### config.mk
export PLATFORM = sky130hd
export DESIGN_NAME = spi_baud_gen
export DESIGN_NICKNAME = d
export VERILOG_FILES = /design/src/hw/spi_baud_pkg.sv /design/src/hw/div_stage_if.sv /design/src/hw/spi_baud_gen.sv /design/src/hw/div_stage.sv
export VERILOG_INCLUDE_DIRS = /design/src /design/src/hw
export SDC_FILE = /design/constraint.sdc
export NUM_CORES = 1
export LEC_CHECK = 0
export ABC_AREA = 0
export ABC_CLOCK_PERIOD_IN_PS = 3000
export BUFFER_PORTS_ARGS = -buffer_cell sky130_fd_sc_hd__buf_2
export CELL_PAD_IN_SITES_DETAIL_PLACEMENT = 0
export CELL_PAD_IN_SITES_GLOBAL_PLACEMENT = 1
export CORE_MARGIN = 2
export CORE_UTILIZATION = 30
export CTS_CLUSTER_SIZE = 12
export DETAILED_ROUTE_END_ITERATION = 6
export GPL_TIMING_DRIVEN = 0
export HOLD_SLACK_MARGIN = 0.08
export PLACE_DENSITY_LB_ADDON = 0.1
export SLEW_MARGIN = 15
export SYNTH_ARGS = -nofsm -noshare
export SYNTH_HDL_FRONTEND = slang
export SYNTH_SLANG_ARGS = --single-unit
### constraint.sdc
create_clock -name CLK -period 3 [get_ports CLK]
set_input_delay 0.3 -clock CLK [delete_from_list [all_inputs] [get_ports CLK]]
set_output_delay 0.3 -clock CLK [all_outputs]
set_load 0.01 [all_outputs]
### src/hw/spi_baud_defs.svh
// Constants of the serial bit rate generator: offsets, fields, resets.
// Assumes inclusion by bare name from every design file that needs it.
`ifndef SPI_BAUD_DEFS_SVH
`define SPI_BAUD_DEFS_SVH

// ------------------------------------------------------------
// Register byte offsets
// ------------------------------------------------------------
`define OFS_DIV_CFG      32'h0000_0000
`define OFS_ROLE         32'h0000_0004
`define OFS_STATUS       32'h0000_0008

// ------------------------------------------------------------
// Fields and reset values
// ------------------------------------------------------------
`define PRESCALE_MSB     6
`define PRESCALE_LSB     4
`define RATE_MSB         2
`define RATE_LSB         0
`define DIV_CFG_W        8
`define DIV_CFG_MASK     8'h77
`define DIV_CFG_RST      8'h00
`define ROLE_BIT         0
`define ROLE_RST         1'b0
`define STAT_CLK_BIT     0
`define STAT_MASTER_BIT  1
`define STAT_PRE_LSB     4
`define STAT_PRE_MSB     6
`define STAT_RATE_LSB    8
`define STAT_RATE_MSB    14

// ------------------------------------------------------------
// Divider counter widths
// ------------------------------------------------------------
`define PRE_CW           3
`define RATE_CW          7
`define RATE_ONE         7'h01

// ------------------------------------------------------------
// Bus response codes
// ------------------------------------------------------------
`define RESP_OKAY        2'h0
`define RESP_SLVERR      2'h2

`endif

### src/hw/spi_baud_pkg.sv
// Types shared by the serial bit rate generator.
// Assumes compilation before every file that names it.
package spi_baud_pkg;
	typedef logic [2:0] prescale_sel_t;
	typedef logic [2:0] rate_sel_t;
	typedef logic [1:0] axi_resp_t;
	typedef enum logic {
		ROLE_SLAVE,
		ROLE_MASTER
	} role_t;
endpackage : spi_baud_pkg

### src/hw/div_stage_if.sv
// Link between the generator and one of its divider stages.
// Assumes the stage and its controller share one clock.
interface div_stage_if #(parameter int W = 3);
	logic         clear;
	logic         en;
	logic [W-1:0] terminal;
	logic         tick;

	modport ctrl  (output clear, output en, output terminal, input tick);
	modport stage (input clear, input en, input terminal, output tick);
endinterface : div_stage_if

### src/hw/spi_baud_gen.sv
// Serial bit rate generator with an AXI4-Lite register slave.
// Assumes one bus clock, a synchronous active-low reset and a master
// that keeps the AXI4-Lite handshakes.
`include "spi_baud_defs.svh"

module spi_baud_gen (
	input  wire logic        CLK,
	input  wire logic        RST_N,
	input  wire logic [31:0] S_AXI_AWADDR,
	input  wire logic        S_AXI_AWVALID,
	output      logic        S_AXI_AWREADY,
	input  wire logic [31:0] S_AXI_WDATA,
	input  wire logic [3:0]  S_AXI_WSTRB,
	input  wire logic        S_AXI_WVALID,
	output      logic        S_AXI_WREADY,
	output      logic [1:0]  S_AXI_BRESP,
	output      logic        S_AXI_BVALID,
	input  wire logic        S_AXI_BREADY,
	input  wire logic [31:0] S_AXI_ARADDR,
	input  wire logic        S_AXI_ARVALID,
	output      logic        S_AXI_ARREADY,
	output      logic [31:0] S_AXI_RDATA,
	output      logic [1:0]  S_AXI_RRESP,
	output      logic        S_AXI_RVALID,
	input  wire logic        S_AXI_RREADY,
	output      logic        BIT_CLK,
	output      logic        BIT_RATE_TICK,
	output      logic        MASTER_ACTIVE
);
	// ------------------------------------------------------------
	// Declarations
	// ------------------------------------------------------------
	logic [`DIV_CFG_W-1:0]       div_cfg_q;
	spi_baud_pkg::role_t         role_q;
	logic                        awready_q;
	logic                        wready_q;
	logic                        bvalid_q;
	spi_baud_pkg::axi_resp_t     bresp_q;
	logic                        arready_q;
	logic                        rvalid_q;
	spi_baud_pkg::axi_resp_t     rresp_q;
	logic [31:0]                 rdata_q;
	logic                        bit_clk_q;
	logic                        rate_tick_q;
	logic                        master_q;
	logic                        wr_take;
	logic                        rd_take;
	logic                        wr_hit_cfg;
	logic                        wr_hit_role;
	logic                        wr_mapped;
	logic                        rd_mapped;
	logic [31:0]                 rd_word;
	logic [31:0]                 status_word;
	spi_baud_pkg::prescale_sel_t prescale_select;
	spi_baud_pkg::rate_sel_t     rate_divider_select;
	logic [`RATE_CW-1:0]         rate_half;

	div_stage_if #(.W(`PRE_CW))  pre_if ();
	div_stage_if #(.W(`RATE_CW)) rate_if ();

	// ------------------------------------------------------------
	// Write channel
	// ------------------------------------------------------------
	// Address and data are taken together in one cycle, once both wait
	assign wr_take = S_AXI_AWVALID && S_AXI_WVALID && !awready_q
		&& !bvalid_q;
	assign wr_hit_cfg  = (S_AXI_AWADDR == `OFS_DIV_CFG);
	assign wr_hit_role = (S_AXI_AWADDR == `OFS_ROLE);
	assign wr_mapped   = wr_hit_cfg || wr_hit_role
		|| (S_AXI_AWADDR == `OFS_STATUS);

	always_ff @(posedge CLK) begin
		if (!RST_N) begin
			awready_q <= 1'b0;
			wready_q  <= 1'b0;
		end else begin
			awready_q <= wr_take;
			wready_q  <= wr_take;
		end
	end

	always_ff @(posedge CLK) begin
		if (!RST_N) begin
			bvalid_q <= 1'b0;
			bresp_q  <= `RESP_OKAY;
		end else if (wr_take) begin
			bvalid_q <= 1'b1;
			bresp_q  <= wr_mapped ? `RESP_OKAY : `RESP_SLVERR;
		end else if (bvalid_q && S_AXI_BREADY) begin
			bvalid_q <= 1'b0;
		end
	end

	// ------------------------------------------------------------
	// Registers
	// ------------------------------------------------------------
	// Accepted whatever the divider is doing; reserved bits stay clear
	always_ff @(posedge CLK) begin
		if (!RST_N) begin
			div_cfg_q <= `DIV_CFG_RST;
		end else if (wr_take && wr_hit_cfg && S_AXI_WSTRB[0]) begin
			div_cfg_q <= S_AXI_WDATA[`DIV_CFG_W-1:0] & `DIV_CFG_MASK;
		end
	end

	always_ff @(posedge CLK) begin
		if (!RST_N) begin
			role_q <= spi_baud_pkg::role_t'(`ROLE_RST);
		end else if (wr_take && wr_hit_role && S_AXI_WSTRB[0]) begin
			role_q <= spi_baud_pkg::role_t'(S_AXI_WDATA[`ROLE_BIT]);
		end
	end

	// ------------------------------------------------------------
	// Read channel
	// ------------------------------------------------------------
	assign rd_take   = S_AXI_ARVALID && !arready_q && !rvalid_q;
	assign rd_mapped = (S_AXI_ARADDR == `OFS_DIV_CFG)
		|| (S_AXI_ARADDR == `OFS_ROLE)
		|| (S_AXI_ARADDR == `OFS_STATUS);

	always_comb begin
		status_word = '0;
		status_word[`STAT_CLK_BIT]    = bit_clk_q;
		status_word[`STAT_MASTER_BIT] = master_q;
		status_word[`STAT_PRE_MSB:`STAT_PRE_LSB]   = prescale_select;
		status_word[`STAT_RATE_MSB:`STAT_RATE_LSB] = rate_half;
	end

	always_comb begin
		rd_word = '0;
		if (S_AXI_ARADDR == `OFS_DIV_CFG) begin
			rd_word[`DIV_CFG_W-1:0] = div_cfg_q;
		end else if (S_AXI_ARADDR == `OFS_ROLE) begin
			rd_word[`ROLE_BIT] = role_q;
		end else if (S_AXI_ARADDR == `OFS_STATUS) begin
			rd_word = status_word;
		end
	end

	always_ff @(posedge CLK) begin
		if (!RST_N) begin
			arready_q <= 1'b0;
		end else begin
			arready_q <= rd_take;
		end
	end

	always_ff @(posedge CLK) begin
		if (!RST_N) begin
			rvalid_q <= 1'b0;
			rresp_q  <= `RESP_OKAY;
			rdata_q  <= '0;
		end else if (rd_take) begin
			rvalid_q <= 1'b1;
			rresp_q  <= rd_mapped ? `RESP_OKAY : `RESP_SLVERR;
			rdata_q  <= rd_word;
		end else if (rvalid_q && S_AXI_RREADY) begin
			rvalid_q <= 1'b0;
		end
	end

	// ------------------------------------------------------------
	// Prescaler stage
	// ------------------------------------------------------------
	// Code n counts n plus one bus clocks per tick
	assign prescale_select = div_cfg_q[`PRESCALE_MSB:`PRESCALE_LSB];
	assign pre_if.clear    = !master_q;
	assign pre_if.en       = 1'b1;
	assign pre_if.terminal = prescale_select;

	div_stage #(.W(`PRE_CW)) u_prescale (
		.clk     (CLK),
		.rst_n   (RST_N),
		.port_if (pre_if)
	);

	// ------------------------------------------------------------
	// Rate divider stage
	// ------------------------------------------------------------
	// Half period is two to the code prescale ticks, so the full
	// period is two to the code plus one
	assign rate_divider_select = div_cfg_q[`RATE_MSB:`RATE_LSB];
	assign rate_half = (`RATE_ONE << rate_divider_select) - `RATE_ONE;
	assign rate_if.clear    = !master_q;
	assign rate_if.en       = pre_if.tick;
	assign rate_if.terminal = rate_half;

	div_stage #(.W(`RATE_CW)) u_rate (
		.clk     (CLK),
		.rst_n   (RST_N),
		.port_if (rate_if)
	);

	// ------------------------------------------------------------
	// Role
	// ------------------------------------------------------------
	always_ff @(posedge CLK) begin
		if (!RST_N) begin
			master_q <= 1'b0;
		end else begin
			master_q <= (role_q == spi_baud_pkg::ROLE_MASTER);
		end
	end

	// ------------------------------------------------------------
	// Bit clock
	// ------------------------------------------------------------
	// Two toggles per period: bus clock over prescale times rate
	always_ff @(posedge CLK) begin
		if (!RST_N || !master_q) begin
			bit_clk_q <= 1'b0;
		end else if (rate_if.tick) begin
			bit_clk_q <= !bit_clk_q;
		end
	end

	// One pulse per full bit period, on the falling toggle
	always_ff @(posedge CLK) begin
		if (!RST_N || !master_q) begin
			rate_tick_q <= 1'b0;
		end else begin
			rate_tick_q <= rate_if.tick && bit_clk_q;
		end
	end

	// ------------------------------------------------------------
	// Outputs
	// ------------------------------------------------------------
	assign S_AXI_AWREADY = awready_q;
	assign S_AXI_WREADY  = wready_q;
	assign S_AXI_BVALID  = bvalid_q;
	assign S_AXI_BRESP   = bresp_q;
	assign S_AXI_ARREADY = arready_q;
	assign S_AXI_RVALID  = rvalid_q;
	assign S_AXI_RRESP   = rresp_q;
	assign S_AXI_RDATA   = rdata_q;
	assign BIT_CLK       = bit_clk_q;
	assign BIT_RATE_TICK = rate_tick_q;
	assign MASTER_ACTIVE = master_q;
endmodule : spi_baud_gen

### src/hw/div_stage.sv
// One divider stage: counts enable pulses and ticks on the terminal count.
// Assumes a synchronous active-low reset and a terminal that may change
// at any time.
module div_stage #(
	parameter int W = 3
) (
	input wire logic   clk,
	input wire logic   rst_n,
	div_stage_if.stage port_if
);
	logic [W-1:0] cnt_q;
	logic         tick_q;
	logic         wrap;

	// A lowered terminal never lets the count run past it
	assign wrap = (cnt_q >= port_if.terminal);

	// ------------------------------------------------------------
	// Counter
	// ------------------------------------------------------------
	always_ff @(posedge clk) begin
		if (!rst_n || port_if.clear) begin
			cnt_q <= '0;
		end else if (port_if.en) begin
			if (wrap) begin
				cnt_q <= '0;
			end else begin
				cnt_q <= cnt_q + W'(1);
			end
		end
	end

	// ------------------------------------------------------------
	// Tick
	// ------------------------------------------------------------
	always_ff @(posedge clk) begin
		if (!rst_n || port_if.clear) begin
			tick_q <= 1'b0;
		end else begin
			tick_q <= port_if.en && wrap;
		end
	end

	assign port_if.tick = tick_q;
endmodule : div_stage

Word-level counts from Yosys, hierarchy flattened
Cells that the tools add are included.
W data, S select, Z words.
Word-level totals
  register bits after elaboration: 62
  output and inout bits: 44
Operators by class
  multiplexer cells: 12
  equal/unequal tests: 4
  shift operators: 1
  reductions and logical operators: 30
  magnitude comparators: 2
  $add $sub $neg: 3
Operator list (number)
  $eq A32 B3 Y1 const B: 2
  $eq A32 B4 Y1 const B: 2
  $logic_not A32 Y1: 2
  $mux W24: 1
  $mux W15: 1
  $mux W14: 1
  $logic_and A1 B1 Y1: 13
  $mux W8: 1
  $add A7 B1 Y7 const B: 1
  $ge A7 B7 Y1: 1
  $logic_not A1 Y1: 7
  $mux W7: 1
  $shl A1 B3 Y7 const A: 1
  $sub A7 B1 Y7 const B: 1
  $logic_or A1 B1 Y1: 5
  $mux W1: 5
  $mux W2: 2
  $reduce_bool A2 Y1: 2
  $add A3 B1 Y3 const B: 1
  $ge A3 B3 Y1: 1
  $reduce_or A2 Y1: 1

Longest topological paths before layout
  depth after elaboration: 5
  gate-level depth with buffers: 8
  gate-level depth less buffers: 7

Cells and area by module
From an unflattened synthesis, not the netlist that was laid out.
Unflattened totals
  cells, all modules: 250
  area total of the unflattened synthesis: 2344.7 um2
Modules (own cells, without submodules)
  spi_baud_gen: instances 1, cells an instance 163, sequential area each 580.6 um2, area each 1526.5 um2
  div_stage (u_rate): instances 1, cells an instance 57, sequential area each 160.2 um2, area each 530.5 um2
  div_stage (u_prescale): instances 1, cells an instance 30, sequential area each 80.1 um2, area each 287.8 um2

Worst setup path after synthesis
Ideal clock, no wire load.
  kind: reg2reg
  start: register div_cfg_q[1]
  end: register u_rate.cnt_q[0]
  setup slack: 1.077 ns
  cell stages (with the launch flop): 9
  data required time: 2.863 ns
  arrival time: 1.787 ns
  path through: dfxtp_1 -> clkbuf_1 -> or3_1 -> ha_1 -> nand2b_1 -> a21oi_1 -> o21a_1 -> o21ai_1 -> nor3_1
Between the ends
  cells in the longest elaborated chain, start to end: 4
RTL lines
  from (decl): RTL line spi_baud_gen.sv:33  | logic [`DIV_CFG_W-1:0] div_cfg_q;
  from (signal assigned): RTL line spi_baud_gen.sv:100  | div_cfg_q <= `DIV_CFG_RST;
  from (signal assigned): RTL line spi_baud_gen.sv:102  | div_cfg_q <= S_AXI_WDATA[`DIV_CFG_W-1:0] & `DIV_CFG_MASK;
  $shl A1 B3 Y7 (no source line)
  $sub A7 B1 Y7 (no source line)
  $ge A7 B7 Y1: RTL line div_stage.sv:16  | assign wrap = (cnt_q >= port_if.terminal);
  $mux W7: RTL line div_stage.sv:25  | if (wrap) begin
  to (signal assigned): RTL line div_stage.sv:28  | cnt_q <= cnt_q + W'(1);
  to (decl): RTL line div_stage.sv:11  | logic [W-1:0] cnt_q;
No other way between the ends.
A chain may end at the register's enable or synchronous reset.

Worst setup path after layout
  start: register div_cfg_q[1]
  end: register u_rate.cnt_q[5]
Same word-level chain as after synthesis.

==> metrics.md <==
| Metric | Value |
|---|---|
| Status | `completed` |
| Antenna-violating nets left | `0` |
| Post-DP HPWL | `~4200 um` |
| EDFF count, synth | `0` |
| CP Data Required Time | `3.15 ns` |
| Worst Skew | `~0.0093 ns` |
| Cell Area, Synth | `~2100 um^2` |
| Slew @ Worst Pin | `0.565 ns` |
| Worst Hold Depth | `3` |
| IO Pins | `about 150` |
| Post-Syn Instances | `248` |
| Pin count of the biggest net entering global routing | `14` |
| Worst relative slew slack | `between 60% and 70%` |
| Initial antenna violation count | `0` |
| Maximum operating frequency | `444 MHz` |
| Setup_tns | `0 ns` |
| DRT iter0 DRCs | `44` |
| Number of diodes | `0` |
| Grt ovf | `0` |
| Min Tclk post-route | `2.25 ns` |
| Sequential power share | `48.2%` |
| Routed WL | `just over 5000 um` |
| Post-Syn Area per Cell | `8.56 um^2` |
| CP Launch Type | `register` |
| Number of vias per cell | `about 4.3` |
| Worst-path clk slew | `0.08 ns` |
| Fin crit share | `around three quarters` |
| Core Region | `6830 um^2` |
| CP Data Arrival Time | `2.40 ns` |
| Sequential cell area fraction in the yosys report | `38.7%` |
| Vias in the first global route | `about 1,900` |
| Depth of the worst register-to-register path | `8` |
| Routed via count | `2,017` |
| Critical Path Sink Type | `register` |
| PortBufs | `100` |
| Die outline area | `7760 um^2` |
| Sinks on Clock Net | `41` |
| Fin nets | `494` |
| WL per Instance | `between 10 and 15 um` |
| Worst VDD drop | `around 0.00016 V` |
| GRT Overall Usage | `13.8%` |
| Post-CTS setup buffers | `0` |
| Unrepaired setup endpoints after global routing | `no` |
| Root Buffer | `clkbuf_8` |
| Final setup violation count | `0` |
| Max cap viols | `0` |
| Sw power | `256 uW` |
| Met2 usage in global routing | `a little over a fifth` |
| Met1 usage | `17.6%` |
| Chip Height | `around 88 um` |
| YS warnings | `0` |
| Met3 Use GR | `a little under 5%` |
| Starting Density | `31.1%` |
| Synth cell types | `34` |
| Worst min-delay path category | `input port to register` |
| Pint | `890 uW` |
| Final hold viol count | `0` |
| Leakage | `1.32 nW` |
| Worst hold margin | `0.246 ns` |
| Share of cells above drive strength 1 | `36.7%` |
| First-pass GRT wire length | `8380 um` |
| Gate power share | `approximately 11%` |
| Clk pwr share | `40.6%` |
| Max Slew Vio Count | `0` |
| # H-tree levels | `2` |
| Clk Latency, worst-skew pair | `roughly 0.29 ns` |
| CP max FO | `9` |
| Deepest clock path buffer count | `2` |
| Net Sw Frac | `22.3%` |
| CTS tree | `built` |
| Gpl congestion | `0.738` |
| Synthesis-stage register bit count | `41` |
| Drt first pass iters | `4` |
| Hold buffer count at CTS | `0` |
| Area grow syn2layout | `38.4%` |
| Pwr/cell area | `390 nW/um^2` |
| Grt peak-use layer | `met2` |
| Cell Rows | `30` |
| Die width | `88.1 um` |
| Residual DRC count | `0` |
| Prevailing post-synth register cell | `dfxtp_1` |
| Critical path class | `register to register` |
| Post-CTS sizing | `0` |
| Async S/R FF share, synth | `0%` |
| CTS Buf Count | `5` |
## power by group through the flow
stage          clock, mW  combinational [mW]  sequential [mW]
2_1_floorplan          0              0.0607            0.568
3_3_place_gp           0               0.128            0.565
3_5_place_dp           0               0.129            0.565
4_1_cts            0.480               0.129            0.552
5_1_grt            0.505               0.145            0.553
6_report           0.465               0.129            0.552
## synthesized netlist by cell type, types with 6 or more instances
master / number / area (um^2)
nand2_1: 42 / 158
dfxtp_1: 41 / 821
buf_4: 22 / 165
nor2_1: 13 / 48.8
ha_1: 12 / 150
nor4_1: 10 / 62.6
o21ai_0: 10 / 50.1
mux2i_1: 9 / 90.1
nand4_1: 8 / 50.1
nor2b_1: 8 / 50.1
clkbuf_1: 7 / 26.3
inv_1: 7 / 26.3
nor3_1: 7 / 35.0
a21oi_1: 6 / 30.0
## metal layers
metal | share of wire [%] | wire length [um]
met4 | 1.3 | 64
met3 | 10 | 517
met1 | 44 | 2240
met2 | 45 | 2280
met5 | 0 | 0
## critical path, stage by stage, from the launching register on
cell and delay, ns:
dfxtp_1 0.30, clkbuf_1 0.19, or3_1 0.42, ha_1 0.28, nand2b_1 0.09, a21oi_1 0.07
o21a_1 0.17, o21ai_1 0.45, nor3_1 0.13
## metrics by stage
stage / instance area, um^2 / total power, mW / worst slack (ns) / utilization (%) / std cells
6_report: 2940 / 1.15 / 0.750 / 43.0 / 472
5_1_grt: 2940 / 1.20 / 0.543 / 43.0 / 472
4_1_cts: 2940 / 1.16 / 0.736 / 43.0 / 472
3_5_place_dp: 2820 / 0.694 / 0.771 / 41.2 / 464
3_3_place_gp: 2820 / 0.694 / 0.776 / 41.2 / 464
2_1_floorplan: 2200 / 0.628 / 1.08 / - / 268
## registers in the layout (all words and copies together), names as in the netlist, 3 cells and up
register,count
u_prescale.cnt_q,3
S_AXI_RDATA,13
u_rate.cnt_q,7
div_cfg_q,6
## final timing paths
path,from,end,slack [ns]
max reg2reg,div_cfg_q[1]$_SDFFE_PN0P_,u_rate.cnt_q[5]$_SDFFE_PP0P_,0.75
max,div_cfg_q[1]$_SDFFE_PN0P_,u_rate.cnt_q[5]$_SDFFE_PP0P_,0.75
min,S_AXI_WDATA[4],div_cfg_q[4]$_SDFFE_PN0P_,0.25
min reg2reg,S_AXI_RDATA[11]$_SDFFE_PN0P_,S_AXI_RDATA[11]$_SDFFE_PN0P_,0.44
## logic make-up (layout without fill, tap and decap cells)
| logic type | Yosys count | count (layout) | share of synthesized area (%) |
|---|---|---|---|
| simple gates | 108 | 108 | 27.2 |
| flops | 41 | 41 | 38.7 |
| buf+inv | 38 | 146 | 10.7 |
| compound gates | 30 | 30 | 8.08 |
| fa+ha+maj | 12 | 12 | 7.08 |
| mux | 10 | 10 | 4.78 |
| xor+xnor | 8 | 8 | 3.30 |
| other cells | 1 | 21 | 0.177 |
## final cells by class
cell class | instances | area (um^2)
well taps | 96 | 120
fillers | 736 | 3890
clock inverters | 2 | 37.5
clock buffers | 6 | 82.6
flip-flops and latches | 41 | 821
plain buffers | 31 | 200
inverters | 7 | 26.3
repair buffers | 100 | 500
multi-input cells | 189 | 1150
## placed cells by master, fill, tap and decap left out, drive strengths merged, types with 6 or more instances in the layout
cell type | synthesis | layout
clkbuf | 7 | 13
nand4 | 8 | 8
a21oi | 6 | 6
nand2 | 42 | 42
nor4 | 15 | 15
nor2 | 13 | 13
dfxtp | 41 | 41
buf | 24 | 124
ha | 12 | 12
nor3 | 7 | 7
conb | 1 | 21
mux2i | 9 | 9
nor2b | 8 | 8
inv | 7 | 7
o21ai | 15 | 15
Power figures use the tool's default switching activity.
